===== src/hw/pfi_pkg.sv =====
package pfi_pkg;

  // ------------------------------------------------------------------
  // register map
  // ------------------------------------------------------------------
  localparam logic [11:0] FEATURE_ID_OFFSET = 12'h000;
  localparam logic [63:0] FEATURE_ID_RESET  = 64'h0000_0000_0000_0000;
  localparam int          INST_W            = 4;
  localparam int          INST_NUM          = 16;

  // ------------------------------------------------------------------
  // field positions of feature_identification
  // ------------------------------------------------------------------
  localparam int MAX_INST_LSB    = 56;
  localparam int NO_CUSTOM_BIT   = 36;
  localparam int HAS_SEL_BIT     = 32;
  localparam int HAS_NARROW_BIT  = 31;
  localparam int HAS_MON_BIT     = 30;
  localparam int HAS_CUSTOM_BIT  = 29;
  localparam int EXT_BIT         = 28;
  localparam int HAS_PRI_BIT     = 27;
  localparam int HAS_BW_BIT      = 26;
  localparam int HAS_CPOR_BIT    = 25;
  localparam int HAS_CCAP_BIT    = 24;
  localparam int MAX_PMG_LSB     = 16;
  localparam int MAX_PARTITION_IDENTIFIER_LSB  = 0;

  // feature pages, one register instance per page
  typedef enum logic [1:0] {
    PFI_PAGE_SECURE  = 2'h0,
    PFI_PAGE_NONSEC  = 2'h1,
    PFI_PAGE_ROOT    = 2'h2,
    PFI_PAGE_REALM   = 2'h3
  } pfi_page_t;

  // one access from the feature page decoder
  typedef struct packed {
    logic        rd;
    logic        wr;
    pfi_page_t   page;
    logic [11:0] addr;
  } pfi_req_t;

  // controls that belong to one resource instance
  typedef struct packed {
    logic no_custom;
    logic pri;
    logic bw;
    logic cpor;
    logic ccap;
  } pfi_inst_flags_t;

endpackage


===== src/hw/pfi_inst_table.sv =====
// per-instance control presence, selected by the partition select register
module pfi_inst_table #(
  parameter logic [15:0] NO_CUSTOM_VEC = 16'hffff,
  parameter logic [15:0] PRI_VEC       = 16'h0001,
  parameter logic [15:0] BW_VEC        = 16'h0001,
  parameter logic [15:0] CPOR_VEC      = 16'h0001,
  parameter logic [15:0] CCAP_VEC      = 16'h0001
) (
  input  wire logic [pfi_pkg::INST_W-1:0] sel_i,
  output pfi_pkg::pfi_inst_flags_t        flags_o
);

  pfi_pkg::pfi_inst_flags_t table_q [pfi_pkg::INST_NUM];

  // ------------------------------------------------------------------
  // constant table, one entry per instance
  // ------------------------------------------------------------------
  for (genvar g = 0; g < pfi_pkg::INST_NUM; g++) begin : g_inst
    assign table_q[g] = '{no_custom: NO_CUSTOM_VEC[g], pri: PRI_VEC[g],
                          bw: BW_VEC[g], cpor: CPOR_VEC[g], ccap: CCAP_VEC[g]};
  end

  // lookup is pure wiring, so a new selection shows on the next read
  assign flags_o = table_q[sel_i];

endmodule // pfi_inst_table


===== src/hw/pfi_feature_id.sv =====
// Notes on behaviour
// - custom-controls flag sits at bit 36
// - bit 36 zero means custom controls exist
// - bit 36 follows the selected instance
// - bit 32 reports instance selector presence
// - bit 31 reports identifier narrowing support
// - bit 30 reports usage monitor support
// - bit 29 reports custom feature register
// - bit 28 says upper word is defined
// - bit 27 reports priority control
// - bit 26 reports bandwidth control
// - bit 25 reports cache portion control
// - bit 24 reports cache capacity control
// - control flags follow the selected instance
// - bits 23:16 give page's monitor group limit
// - bits 15:0 give page's identifier limit
// - secure page may report either limit
// - 64 bits when extended revision, else 32
// - read-only, separate instance per page
// - only instance fields track the selector
module pfi_feature_id #(
  parameter bit          REG_IS_64           = 1'b1,
  parameter bit          EXT_LAYOUT          = 1'b1,
  parameter bit          HAS_SELECTOR        = 1'b1,
  parameter logic [3:0]  MAX_INSTANCE        = 4'h3,
  parameter bit          HAS_NARROWING       = 1'b0,
  parameter bit          HAS_MONITORS        = 1'b1,
  parameter bit          HAS_CUSTOM_REG      = 1'b1,
  parameter logic [7:0]  MAX_PMG_NS          = 8'h01,
  parameter logic [15:0] MAX_PARTITION_IDENTIFIER_NS       = 16'h003f,
  parameter logic [7:0]  MAX_PMG_SEC         = 8'h00,
  parameter logic [15:0] MAX_PARTITION_IDENTIFIER_SEC      = 16'h000f,
  parameter logic [7:0]  MAX_PMG_ROOT        = 8'h00,
  parameter logic [15:0] MAX_PARTITION_IDENTIFIER_ROOT     = 16'h0003,
  parameter logic [7:0]  MAX_PMG_REALM       = 8'h01,
  parameter logic [15:0] MAX_PARTITION_IDENTIFIER_REALM    = 16'h001f,
  parameter bit          SEC_PAGE_SHOWS_SEC  = 1'b1
) (
  input  wire logic                       sys_clk_i,
  input  wire logic                       rst_i,
  input  wire pfi_pkg::pfi_req_t          req_i,
  input  wire logic [pfi_pkg::INST_W-1:0] part_sel_instance_i,
  output logic                            rd_valid_o,
  output logic [63:0]                     rd_data_o
);

  pfi_pkg::pfi_inst_flags_t          inst_flags;
  logic [pfi_pkg::INST_W-1:0]        eff_sel;
  logic [63:0]                       next_word;
  logic                              hit;

  // ------------------------------------------------------------------
  // instance selection
  // ------------------------------------------------------------------
  // without a selector every read describes instance 0, the whole component
  assign eff_sel = HAS_SELECTOR ? part_sel_instance_i : '0;

  // instances 0 to 3 each own a different mix of controls, so a swapped or
  // stuck flag shows on a read; instance 1 alone has custom controls
  pfi_inst_table #(
    .NO_CUSTOM_VEC (16'hfffd),
    .PRI_VEC       (16'h0003),
    .BW_VEC        (16'h0005),
    .CPOR_VEC      (16'h0009),
    .CCAP_VEC      (16'h0001)
  ) u_table (
    .sel_i   (eff_sel),
    .flags_o (inst_flags)
  );

  // ------------------------------------------------------------------
  // word assembly
  // ------------------------------------------------------------------
  // page limits; the secure page choice is fixed at build time
  function automatic logic [23:0] page_limits(input pfi_pkg::pfi_page_t pg);
    case (pg)
      pfi_pkg::PFI_PAGE_SECURE:
        page_limits = SEC_PAGE_SHOWS_SEC ? {MAX_PMG_SEC, MAX_PARTITION_IDENTIFIER_SEC}
                                         : {MAX_PMG_NS, MAX_PARTITION_IDENTIFIER_NS};
      pfi_pkg::PFI_PAGE_NONSEC: page_limits = {MAX_PMG_NS, MAX_PARTITION_IDENTIFIER_NS};
      pfi_pkg::PFI_PAGE_ROOT:   page_limits = {MAX_PMG_ROOT, MAX_PARTITION_IDENTIFIER_ROOT};
      default:                  page_limits = {MAX_PMG_REALM, MAX_PARTITION_IDENTIFIER_REALM};
    endcase
  endfunction

  // every bit not set below is reserved and stays zero
  always_comb begin
    logic [23:0] lim;
    lim       = page_limits(req_i.page);
    next_word = pfi_pkg::FEATURE_ID_RESET;
    next_word[pfi_pkg::HAS_NARROW_BIT] = HAS_NARROWING;
    next_word[pfi_pkg::HAS_MON_BIT]    = HAS_MONITORS;
    next_word[pfi_pkg::HAS_CUSTOM_BIT] = HAS_CUSTOM_REG;
    next_word[pfi_pkg::HAS_PRI_BIT]    = inst_flags.pri;
    next_word[pfi_pkg::HAS_BW_BIT]     = inst_flags.bw;
    next_word[pfi_pkg::HAS_CPOR_BIT]   = inst_flags.cpor;
    next_word[pfi_pkg::HAS_CCAP_BIT]   = inst_flags.ccap;
    next_word[pfi_pkg::MAX_PMG_LSB +: 8]    = lim[23:16];
    next_word[pfi_pkg::MAX_PARTITION_IDENTIFIER_LSB +: 16] = lim[15:0];
    if (REG_IS_64) begin
      next_word[pfi_pkg::EXT_BIT] = EXT_LAYOUT;
      if (EXT_LAYOUT) begin
        next_word[pfi_pkg::HAS_SEL_BIT] = HAS_SELECTOR;
        if (HAS_SELECTOR) begin
          next_word[pfi_pkg::MAX_INST_LSB +: pfi_pkg::INST_W] = MAX_INSTANCE;
        end
        if (HAS_CUSTOM_REG) begin
          next_word[pfi_pkg::NO_CUSTOM_BIT] = inst_flags.no_custom;
        end
      end
    end
  end

  assign hit = req_i.rd && (req_i.addr == pfi_pkg::FEATURE_ID_OFFSET);

  // ------------------------------------------------------------------
  // read port
  // ------------------------------------------------------------------
  // writes never reach the data path, so a write has no side effect
  always_ff @(posedge sys_clk_i or posedge rst_i) begin
    if (rst_i) begin
      rd_valid_o <= 1'b0;
    end else begin
      rd_valid_o <= req_i.rd;
    end
  end

  // unmapped addresses answer zero; a 32-bit build never shows the upper word
  always_ff @(posedge sys_clk_i or posedge rst_i) begin
    if (rst_i) begin
      rd_data_o <= pfi_pkg::FEATURE_ID_RESET;
    end else if (req_i.rd) begin
      rd_data_o <= hit ? (REG_IS_64 ? next_word : {32'h0, next_word[31:0]})
                       : pfi_pkg::FEATURE_ID_RESET;
    end
  end
endmodule // pfi_feature_id


===== config.mk =====
export PLATFORM = sky130hd
export DESIGN_NAME = pfi_feature_id
export DESIGN_NICKNAME = d
export VERILOG_FILES = /design/src/hw/pfi_pkg.sv /design/src/hw/pfi_inst_table.sv /design/src/hw/pfi_feature_id.sv
export SDC_FILE = /design/constraint.sdc
export NUM_CORES = 1
export LEC_CHECK = 0
export BUFFER_PORTS_ARGS = -buffer_cell sky130_fd_sc_hd__buf_2
export CAP_MARGIN = 5
export CORE_MARGIN = 10
export CORE_UTILIZATION = 38
export CTS_BUF_LIST = sky130_fd_sc_hd__clkbuf_4
export CTS_CLUSTER_DIAMETER = 80
export DETAILED_ROUTE_END_ITERATION = 8
export GPL_TIMING_DRIVEN = 0
export PLACE_DENSITY = 0.85
export SLEW_MARGIN = 20
export SYNTH_ARGS = -nofsm -noshare
export SYNTH_HDL_FRONTEND = slang
export SYNTH_HIERARCHICAL = 1
export SYNTH_SLANG_ARGS = --single-unit

===== constraint.sdc =====
create_clock -name sys_clk_i -period 0.8 [get_ports sys_clk_i]
set_input_delay 0.08 -clock sys_clk_i [delete_from_list [all_inputs] [get_ports sys_clk_i]]
set_output_delay 0.08 -clock sys_clk_i [all_outputs]
set_load 0.005 [all_outputs]

==> impl_metrics.xml, run 1 <==
<?xml version="1.0" encoding="UTF-8"?>
<metrics>
  <group name="global_route">
    <metric name="grt_overflow_total" unit="">0</metric>
    <metric name="grt-busiest-layer" unit="">met2</metric>
    <metric name="antenna_violations_before_repair" unit="">0</metric>
    <metric name="first_global_vias" unit="">798</metric>
    <metric name="grt_first_pass_wirelength" unit="mm">4.02</metric>
    <metric name="grt.met3_usage" unit="%">7.06</metric>
    <metric name="grt_use_met1" unit="%">8.57</metric>
    <metric name="grtUsageMet2" unit="%">17.3</metric>
    <metric name="grt_max_degree" unit="">11</metric>
    <metric name="grt_use_total" unit="%">10.1</metric>
  </group>
  <group name="final_layout">
    <metric name="area_growth" unit="%">67.3</metric>
    <metric name="fillerInstances" unit="">221</metric>
    <metric name="drive_above_1_share" unit="%">58.9</metric>
    <metric name="multi_input_comb_area" unit="sq um">469</metric>
    <metric name="design.final.nets" unit="">234</metric>
    <metric name="final-seq-area" unit="sq um">251</metric>
    <metric name="diodes" unit="">0</metric>
  </group>
  <group name="placed_design">
    <metric name="pre_cts_worst_setup_slack" unit="ns">-0.320</metric>
    <metric name="portBuffers" unit="">39</metric>
    <metric name="replace_congestion" unit="">0.714</metric>
  </group>
  <group name="hold_path">
    <metric name="worst_hold_path_type" unit="">in -&gt; reg</metric>
  </group>
  <group name="synth">
    <metric name="synthAdderAreaFrac" unit="%">3.90</metric>
    <metric name="post_synth_instance_area" unit="sq um">963</metric>
    <metric name="post_synth_xor_area_fraction" unit="%">0</metric>
    <metric name="yosys-mux-area-fraction" unit="%">0</metric>
    <metric name="yosys_warnings" unit="">6</metric>
    <metric name="post_synth_num_cell_types" unit="">19</metric>
    <metric name="ys_ff_latch" unit="">10</metric>
    <metric name="synth_area_in_compound_gates" unit="%">7.53</metric>
    <metric name="seq_area_frac_synth" unit="%">26.0</metric>
    <metric name="synth-simple-area-share" unit="%">11.2</metric>
    <metric name="dominant_combinational_cell_family_by_area_after_synthesis" unit="">buffers and inverters</metric>
    <metric name="avgSynthCellArea" unit="sq um">8.84</metric>
    <metric name="syn-instance-count" unit="">109</metric>
  </group>
  <group name="drt">
    <metric name="route.detailed.drc" unit="">0</metric>
    <metric name="detail_route.iter0.violations" unit="">21</metric>
    <metric name="post_drt_wl_per_cell" unit="um">11.7</metric>
    <metric name="drt-vias-per-instance" unit="">3.46</metric>
    <metric name="drt.antenna.violating_nets" unit="">0</metric>
    <metric name="firstDrtPassIters" unit="">4</metric>
    <metric name="detail_route.wirelength" unit="mm">2.78</metric>
    <metric name="dr_vias" unit="">821</metric>
  </group>
  <group name="power">
    <metric name="power.share.combinational" unit="%">33.0</metric>
    <metric name="power_density" unit="nW/um^2">784</metric>
    <metric name="vdd_ir_drop_max" unit="mV">0.489</metric>
    <metric name="netSwitchingPower" unit="W">0.000345</metric>
    <metric name="power_frac_clock" unit="%">26.8</metric>
    <metric name="power_switching_share" unit="%">27.3</metric>
    <metric name="leakage" unit="nW">0.996</metric>
    <metric name="internal_power" unit="W">0.000918</metric>
    <metric name="power.sequential.fraction" unit="%">40.3</metric>
  </group>
  <group name="setup_path">
    <metric name="setup.worst_path.start_class" unit="">flip-flop</metric>
    <metric name="crit_family" unit="">flip-flops</metric>
    <metric name="slowest_delay" unit="ns">0.45</metric>
    <metric name="crit_path_top_delay_cell" unit="">sky130_fd_sc_hd__dfrtp_2</metric>
    <metric name="worstSetupPathType" unit="">reg -&gt; out</metric>
    <metric name="critical_path_required" unit="ns">0.72</metric>
    <metric name="cp_num_buf_inv" unit="">2</metric>
    <metric name="crit_path_max_fanout" unit="">9</metric>
    <metric name="ordered_cell_list_for_the_critical_path" unit="">buf_4 &gt; buf_2</metric>
    <metric name="critical_path.endpoint_type" unit="">output port</metric>
    <metric name="worstPathArrival" unit="ns">0.98</metric>
  </group>
  <group name="sta">
    <metric name="min_period_over_period" unit="%">133</metric>
    <metric name="final_max_slew_viol_count" unit="">0</metric>
    <metric name="clock-skew-final" unit="ns">0</metric>
    <metric name="setup_viol_count_final" unit="">21</metric>
    <metric name="max_clock_freq" unit="GHz">0.943</metric>
    <metric name="fin_tns_setup" unit="ns">-2.80</metric>
    <metric name="fin_hold_ws" unit="ns">0.0334</metric>
    <metric name="period_needed" unit="ns">1.06</metric>
    <metric name="final_report_hold_violation_count" unit="">0</metric>
    <metric name="final.setup.worst_slack" unit="ns">-0.260</metric>
    <metric name="rsz0062_at_grt" unit="">yes</metric>
  </group>
  <group name="clock_network">
    <metric name="cts.htree.levels" unit="">1</metric>
    <metric name="tritoncts" unit="">yes</metric>
    <metric name="clock-sinks" unit="">10</metric>
    <metric name="cts_buffers" unit="">3</metric>
    <metric name="clk_pin_slew_worst_paths" unit="ns">0.06</metric>
    <metric name="clk-insertion-delay-late" unit="ns">0.26</metric>
    <metric name="root_buffer" unit="">sky130_fd_sc_hd__clkbuf_4</metric>
    <metric name="cts_buffer_depth" unit="">2</metric>
  </group>
  <group name="floorplanning">
    <metric name="fp.dieH" unit="um">70.4</metric>
    <metric name="fp-row-count" unit="">18</metric>
    <metric name="floorplan.die_area" unit="sq um">4950</metric>
    <metric name="design.core.area" unit="sq um">2450</metric>
    <metric name="start_util" unit="%">39.2</metric>
    <metric name="die_width" unit="um">70.4</metric>
    <metric name="ioPinCount" unit="">87</metric>
  </group>
  <group name="flow_run">
    <metric name="maxCapViolCount" unit="">0</metric>
  </group>
  <group name="outcome">
    <metric name="violated_checks" unit="">negative setup slack</metric>
    <metric name="run_status" unit="">finished, violations left</metric>
  </group>
</metrics>
==> area by class of cell <==
type                    instances  share of cell area [%]
inverters                      18                    4.19
flip-flops and latches         10                    15.6
repair buffers                 49                    20.6
multi-input cells              71                    29.1
plain buffers                  56                    26.8
well taps                      30                    2.33
clock buffers                   3                    1.40
==> path summary, 6_finish.rpt <==
check	end	slack [ns]	from	depth (start not counted)
min in group asynchronous	rd_data_o[27]	0.33	rst_i	3
worst max-delay path	rd_data_o[30]	-0.26	rd_data_o[56]	2
worst min-delay path	rd_data_o[5]	0.03	req_i[13]	2
worst max register to register	rd_data_o[36]	0.02	rd_data_o[36]	3
max in group asynchronous	rd_data_o[56]	0.17	rst_i	3
worst min register to register	rd_data_o[5]	0.53	rd_data_o[5]	2
==> flip-flops by register name (all words and copies together) (netlist names) <==
signal / cells
rd_data_o: 9
rd_valid_o: 1
==> worst reg2reg max path, delay by kind of cell (launching register included) <==
| family | cells | cell delay, ns |
|---|---|---|
| AOI/OAI and AO/OA | 1 | 0.08 |
| buffers and inverters | 2 | 0.20 |
| DFF | 1 | 0.39 |
==> synth_stat cells <==
cell type	number	area [sq um]
sky130_fd_sc_hd__and2_1	1	6.26
sky130_fd_sc_hd__nor3_1	3	15.0
sky130_fd_sc_hd__nor4_4	1	21.3
sky130_fd_sc_hd__buf_6	1	11.3
sky130_fd_sc_hd__nor2_2	1	6.26
sky130_fd_sc_hd__o32ai_2	1	16.3
sky130_fd_sc_hd__nor2_1	1	3.75
sky130_fd_sc_hd__nor2b_1	1	6.26
sky130_fd_sc_hd__dfrtp_1	10	250
sky130_fd_sc_hd__inv_1	18	67.6
sky130_fd_sc_hd__nand4_4	1	21.3
sky130_fd_sc_hd__o22ai_1	7	43.8
sky130_fd_sc_hd__ha_1	3	37.5
sky130_fd_sc_hd__nor4b_4	1	23.8
sky130_fd_sc_hd__conb_1	1	3.75
sky130_fd_sc_hd__o21a_1	1	7.51
sky130_fd_sc_hd__nand2_1	1	3.75
sky130_fd_sc_hd__buf_4	55	413
sky130_fd_sc_hd__o21ai_0	1	5.00
==> per-layer routing <==
layer | wire, um | part of all wire, % | vias to the layer above
met5 | 0 | 0 | -
met4 | 43 | 1.5 | 0
met3 | 435 | 16 | 4
met2 | 1440 | 52 | 53
met1 | 863 | 31 | 326
li1 | - | - | 438
==> through the flow <==
stage	area (sq um)	std cells	total power (W)	util [%]
detailed placement	1370	223	0.000864	55.6
global placement	1370	223	0.000860	55.6
global route	1610	237	0.00135	65.6
CTS	1520	235	0.00123	61.8
finish	1610	237	0.00126	65.6
floorplan	1130	154	0.000786	-
==> kinds of logic after synthesis <==
kind of cell             Yosys count
other                              1
adder cells (fa/ha/maj)            3
AO/OA/AOI/OAI                     10
buffers and inverters             74
AND/OR/NAND/NOR                   11
flip-flops                        10
==> power by group through the flow <==
stage	Clock (W)	Combinational, W	Sequential [W]
floorplan	0	0.000267	0.000519
global route	0.000380	0.000465	0.000508
global placement	0	0.000342	0.000518
CTS	0.000345	0.000374	0.000509
detailed placement	0	0.000346	0.000518
finish	0.000338	0.000417	0.000509
==> repair_timing <==
action / CTS / global route
cloned: 1 / 0
setup buffers: 6 / 2
hold endpoints to repair: 11 / 0
gates resized for setup: 8 / 13
setup endpoints to repair: 20 / 28
hold buffers: 2 / 0
pin swaps: 4 / 4
==> placed cells by master (no fill, tap or decap) <==
cell type and instances:
sky130_fd_sc_hd__inv_1 18, sky130_fd_sc_hd__nor2_2 2, sky130_fd_sc_hd__o32ai_2 1, sky130_fd_sc_hd__nor3_1 2
sky130_fd_sc_hd__ha_1 3, sky130_fd_sc_hd__nand2_1 1, sky130_fd_sc_hd__dlygate4sd3_1 2, sky130_fd_sc_hd__buf_6 10
sky130_fd_sc_hd__buf_4 60, sky130_fd_sc_hd__conb_1 46, sky130_fd_sc_hd__and2_1 1, sky130_fd_sc_hd__nor3_4 1
sky130_fd_sc_hd__nor2b_1 1, sky130_fd_sc_hd__dfrtp_1 9, sky130_fd_sc_hd__dfrtp_2 1, sky130_fd_sc_hd__nor4_4 1
sky130_fd_sc_hd__o21ai_0 1, sky130_fd_sc_hd__clkbuf_4 3, sky130_fd_sc_hd__nand4_4 2, sky130_fd_sc_hd__buf_2 32
sky130_fd_sc_hd__buf_12 1, sky130_fd_sc_hd__nor4b_4 1, sky130_fd_sc_hd__o21a_1 1, sky130_fd_sc_hd__o22ai_2 7
No activity file was read; power rests on OpenSTA's default activity.
==> run 2, diff against run 1 <==
--- a/config.mk
+++ b/config.mk
@@ -6,7 +6,7 @@
 export NUM_CORES = 1
 export LEC_CHECK = 0
 export BUFFER_PORTS_ARGS = -buffer_cell sky130_fd_sc_hd__buf_2
-export CAP_MARGIN = 5
+export CAP_MARGIN = 20
 export CORE_MARGIN = 10
 export CORE_UTILIZATION = 38
 export CTS_BUF_LIST = sky130_fd_sc_hd__clkbuf_4
==> constraint.sdc (replaced) <==
create_clock -name sys_clk_i -period 1.14 [get_ports sys_clk_i]
set_input_delay 0.114 -clock sys_clk_i [delete_from_list [all_inputs] [get_ports sys_clk_i]]
set_output_delay 0.114 -clock sys_clk_i [all_outputs]
set_load 0.005 [all_outputs]
==> run 2 against run 1 <==
Compared with the run above:
- the flow now finishes without violations
- clock skew stayed put
- critical path depth stayed put
- sequential share of layout area up 2.2 points
- clock-buffer cell count unchanged
- global-route usage shrank 1.7 points
- sequential cell count stayed put
- routed wire length decreased by 18%
- register-to-register slack improved by 0.39 ns
- die area unchanged
- clock power shrank 29%
- setup slack better by 0.31 ns
- sequential power is 30% lower
- critical path type unchanged
- critical endpoint is now rd_data_o[28]
==> impl_metrics.xml, run 2 (same netlist as run 1, synthesis figures left out) <==
<?xml version="1.0" encoding="UTF-8"?>
<metrics>
  <group name="drt">
    <metric name="post_drt_wl_per_cell" unit="um">9.89</metric>
    <metric name="route.detailed.drc" unit="">0</metric>
    <metric name="detail_route.iter0.violations" unit="">0</metric>
    <metric name="detail_route.wirelength" unit="mm">2.27</metric>
    <metric name="firstDrtPassIters" unit="">1</metric>
    <metric name="drt-vias-per-instance" unit="">3.43</metric>
    <metric name="drt.antenna.violating_nets" unit="">0</metric>
    <metric name="dr_vias" unit="">786</metric>
  </group>
  <group name="power">
    <metric name="power_density" unit="nW/um^2">607</metric>
    <metric name="leakage" unit="nW">0.911</metric>
    <metric name="vdd_ir_drop_max" unit="mV">0.385</metric>
  </group>
  <group name="setup_path">
    <metric name="crit_path_max_fanout" unit="">9</metric>
    <metric name="reg2reg_setup_slack" unit="ns">0.41</metric>
    <metric name="cp_num_buf_inv" unit="">2</metric>
    <metric name="crit_path_top_delay_cell" unit="">sky130_fd_sc_hd__dfrtp_2</metric>
    <metric name="critical_path.endpoint_type" unit="">output port</metric>
    <metric name="ordered_cell_list_for_the_critical_path" unit="">buf_4 &gt; buf_2</metric>
    <metric name="crit_family" unit="">flip-flops</metric>
    <metric name="worstSetupPathType" unit="">reg -&gt; out</metric>
    <metric name="slowest_delay" unit="ns">0.45</metric>
    <metric name="setup.worst_path.start_class" unit="">flip-flop</metric>
    <metric name="worstPathArrival" unit="ns">0.98</metric>
    <metric name="critical_path_required" unit="ns">1.03</metric>
  </group>
  <group name="sta">
    <metric name="setup_viol_count_final" unit="">0</metric>
    <metric name="fin_hold_ws" unit="ns">0.0709</metric>
    <metric name="final_report_hold_violation_count" unit="">0</metric>
    <metric name="final.setup.worst_slack" unit="ns">0.0487</metric>
    <metric name="max_clock_freq" unit="GHz">0.916</metric>
    <metric name="final_max_slew_viol_count" unit="">0</metric>
    <metric name="min_period_over_period" unit="%">95.7</metric>
    <metric name="clock-skew-final" unit="ns">0</metric>
    <metric name="period_needed" unit="ns">1.09</metric>
  </group>
  <group name="final_layout">
    <metric name="top_register" unit="">rd_data_o</metric>
    <metric name="fillerInstances" unit="">247</metric>
    <metric name="largest_register_ffs" unit="">9</metric>
    <metric name="post_layout_nonfiller_instances" unit="">229</metric>
    <metric name="drive_above_1_share" unit="%">52.3</metric>
    <metric name="design.final.nets" unit="">225</metric>
    <metric name="layout.cells.most_common" unit="">sky130_fd_sc_hd__buf_4</metric>
    <metric name="top_regs" unit="">rd_data_o x9, rd_valid_o x1</metric>
    <metric name="most-common-layout-cells" unit="">sky130_fd_sc_hd__buf_4 (55), sky130_fd_sc_hd__conb_1 (46), sky130_fd_sc_hd__buf_2 (39)</metric>
    <metric name="utilization" unit="%">57.5</metric>
    <metric name="diodes" unit="">0</metric>
    <metric name="final_design_area_no_fill" unit="sq um">1410</metric>
    <metric name="area_growth" unit="%">46.6</metric>
  </group>
  <group name="flow_run">
    <metric name="maxCapViolCount" unit="">0</metric>
  </group>
  <group name="outcome">
    <metric name="run_status" unit="">finished, final reports clean</metric>
  </group>
  <group name="floorplanning">
    <metric name="start_util" unit="%">39.2</metric>
    <metric name="die_width" unit="um">70.4</metric>
    <metric name="floorplan.die_area" unit="sq um">4950</metric>
    <metric name="fp.dieH" unit="um">70.4</metric>
    <metric name="ioPinCount" unit="">87</metric>
    <metric name="design.core.area" unit="sq um">2450</metric>
    <metric name="fp-row-count" unit="">18</metric>
  </group>
  <group name="global_route">
    <metric name="first_global_vias" unit="">778</metric>
    <metric name="antenna_violations_before_repair" unit="">0</metric>
    <metric name="grt_first_pass_wirelength" unit="mm">3.42</metric>
    <metric name="grt_overflow_total" unit="">0</metric>
    <metric name="grt_use_total" unit="%">8.36</metric>
    <metric name="grt_max_degree" unit="">11</metric>
  </group>
  <group name="clock_network">
    <metric name="tritoncts" unit="">yes</metric>
    <metric name="cts.htree.levels" unit="">1</metric>
    <metric name="root_buffer" unit="">sky130_fd_sc_hd__clkbuf_4</metric>
    <metric name="post-cts-setup-buffer-count" unit="">0</metric>
    <metric name="clk_pin_slew_worst_paths" unit="ns">0.07</metric>
    <metric name="clock-sinks" unit="">10</metric>
    <metric name="clk-insertion-delay-late" unit="ns">0.26</metric>
    <metric name="cts_buffers" unit="">3</metric>
    <metric name="cts_buffer_depth" unit="">2</metric>
  </group>
  <group name="placed_design">
    <metric name="pre_cts_worst_setup_slack" unit="ns">-0.0356</metric>
    <metric name="portBuffers" unit="">39</metric>
    <metric name="place_hpwl" unit="mm">2.14</metric>
    <metric name="placed_area" unit="sq um">1370</metric>
    <metric name="dpl.cell_count" unit="">223</metric>
    <metric name="replace_congestion" unit="">0.671</metric>
  </group>
  <group name="hold_path">
    <metric name="worst_hold_path_type" unit="">in -&gt; reg</metric>
  </group>
</metrics>
-- run 2: changes by cell type in the layout (fill, tap and decap cells not counted), sizes merged --
cell,delta
clkinv,+1
buf,-8
nand4,-1
-- run 2: cell type report --
type / count / area [sq um] / area share (%)
Timing Repair Buffer: 41 / 215 / 15.2
Multi-Input combinational cell: 70 / 390 / 27.6
Inverter: 18 / 67.6 / 4.78
Buffer: 56 / 424 / 30.0
Tap cell: 30 / 37.5 / 2.66
Clock inverter: 1 / 3.75 / 0.266
Clock buffer: 3 / 22.5 / 1.59
Sequential cell: 10 / 251 / 17.8
-- run 2: timing repair --
item	in CTS	in global routing
endpoints found under the hold margin	11	0
resized for setup	0	1
setup endpoints to repair	0	7
hold buffers	2	0
-- run 2: report_power, final --
part / total [W] / switching [W] / internal [W]
clock network: 0.000241 / 0.000115 / 0.000126
registers: 0.000357 / 0.000000324 / 0.000356
logic: 0.000260 / 0.000111 / 0.000148
total: 0.000857 / 0.000226 / 0.000631
-- run 2: worst paths after layout --
check,endpoint,depth (start not counted),startpoint
max,rd_data_o[28],2,rd_data_o[56]
min,rd_data_o[5],2,req_i[13]
max reg2reg,rd_data_o[56],2,rd_data_o[56]
min reg2reg,rd_data_o[36],2,rd_data_o[36]
max in group asynchronous,rd_data_o[56],3,rst_i
min in group asynchronous,rd_data_o[3],3,rst_i
-- run 2: through the flow --
stage	total power, W	setup TNS (ns)
finish	0.000857	0
global route	0.000923	-0.000412
CTS	0.000855	0
detailed placement	0.000607	-0.0356
global placement	0.000604	0
floorplan	0.000552	0
-- run 2: worst reg2reg max path, cell delays in order (launching register included) --
cell and delay (ns):
sky130_fd_sc_hd__dfrtp_2 0.43, sky130_fd_sc_hd__inv_1 0.05, sky130_fd_sc_hd__o21ai_0 0.16
-- run 2: layer usage --
layer / share of wire, % / track usage (%) / up-vias
met5: 0 / 0 / -
met4: 0 / 1.32 / 0
met3: 18 / 7.77 / 0
li1: - / - / 417
met1: 29 / 5.77 / 325
met2: 53 / 16.0 / 44
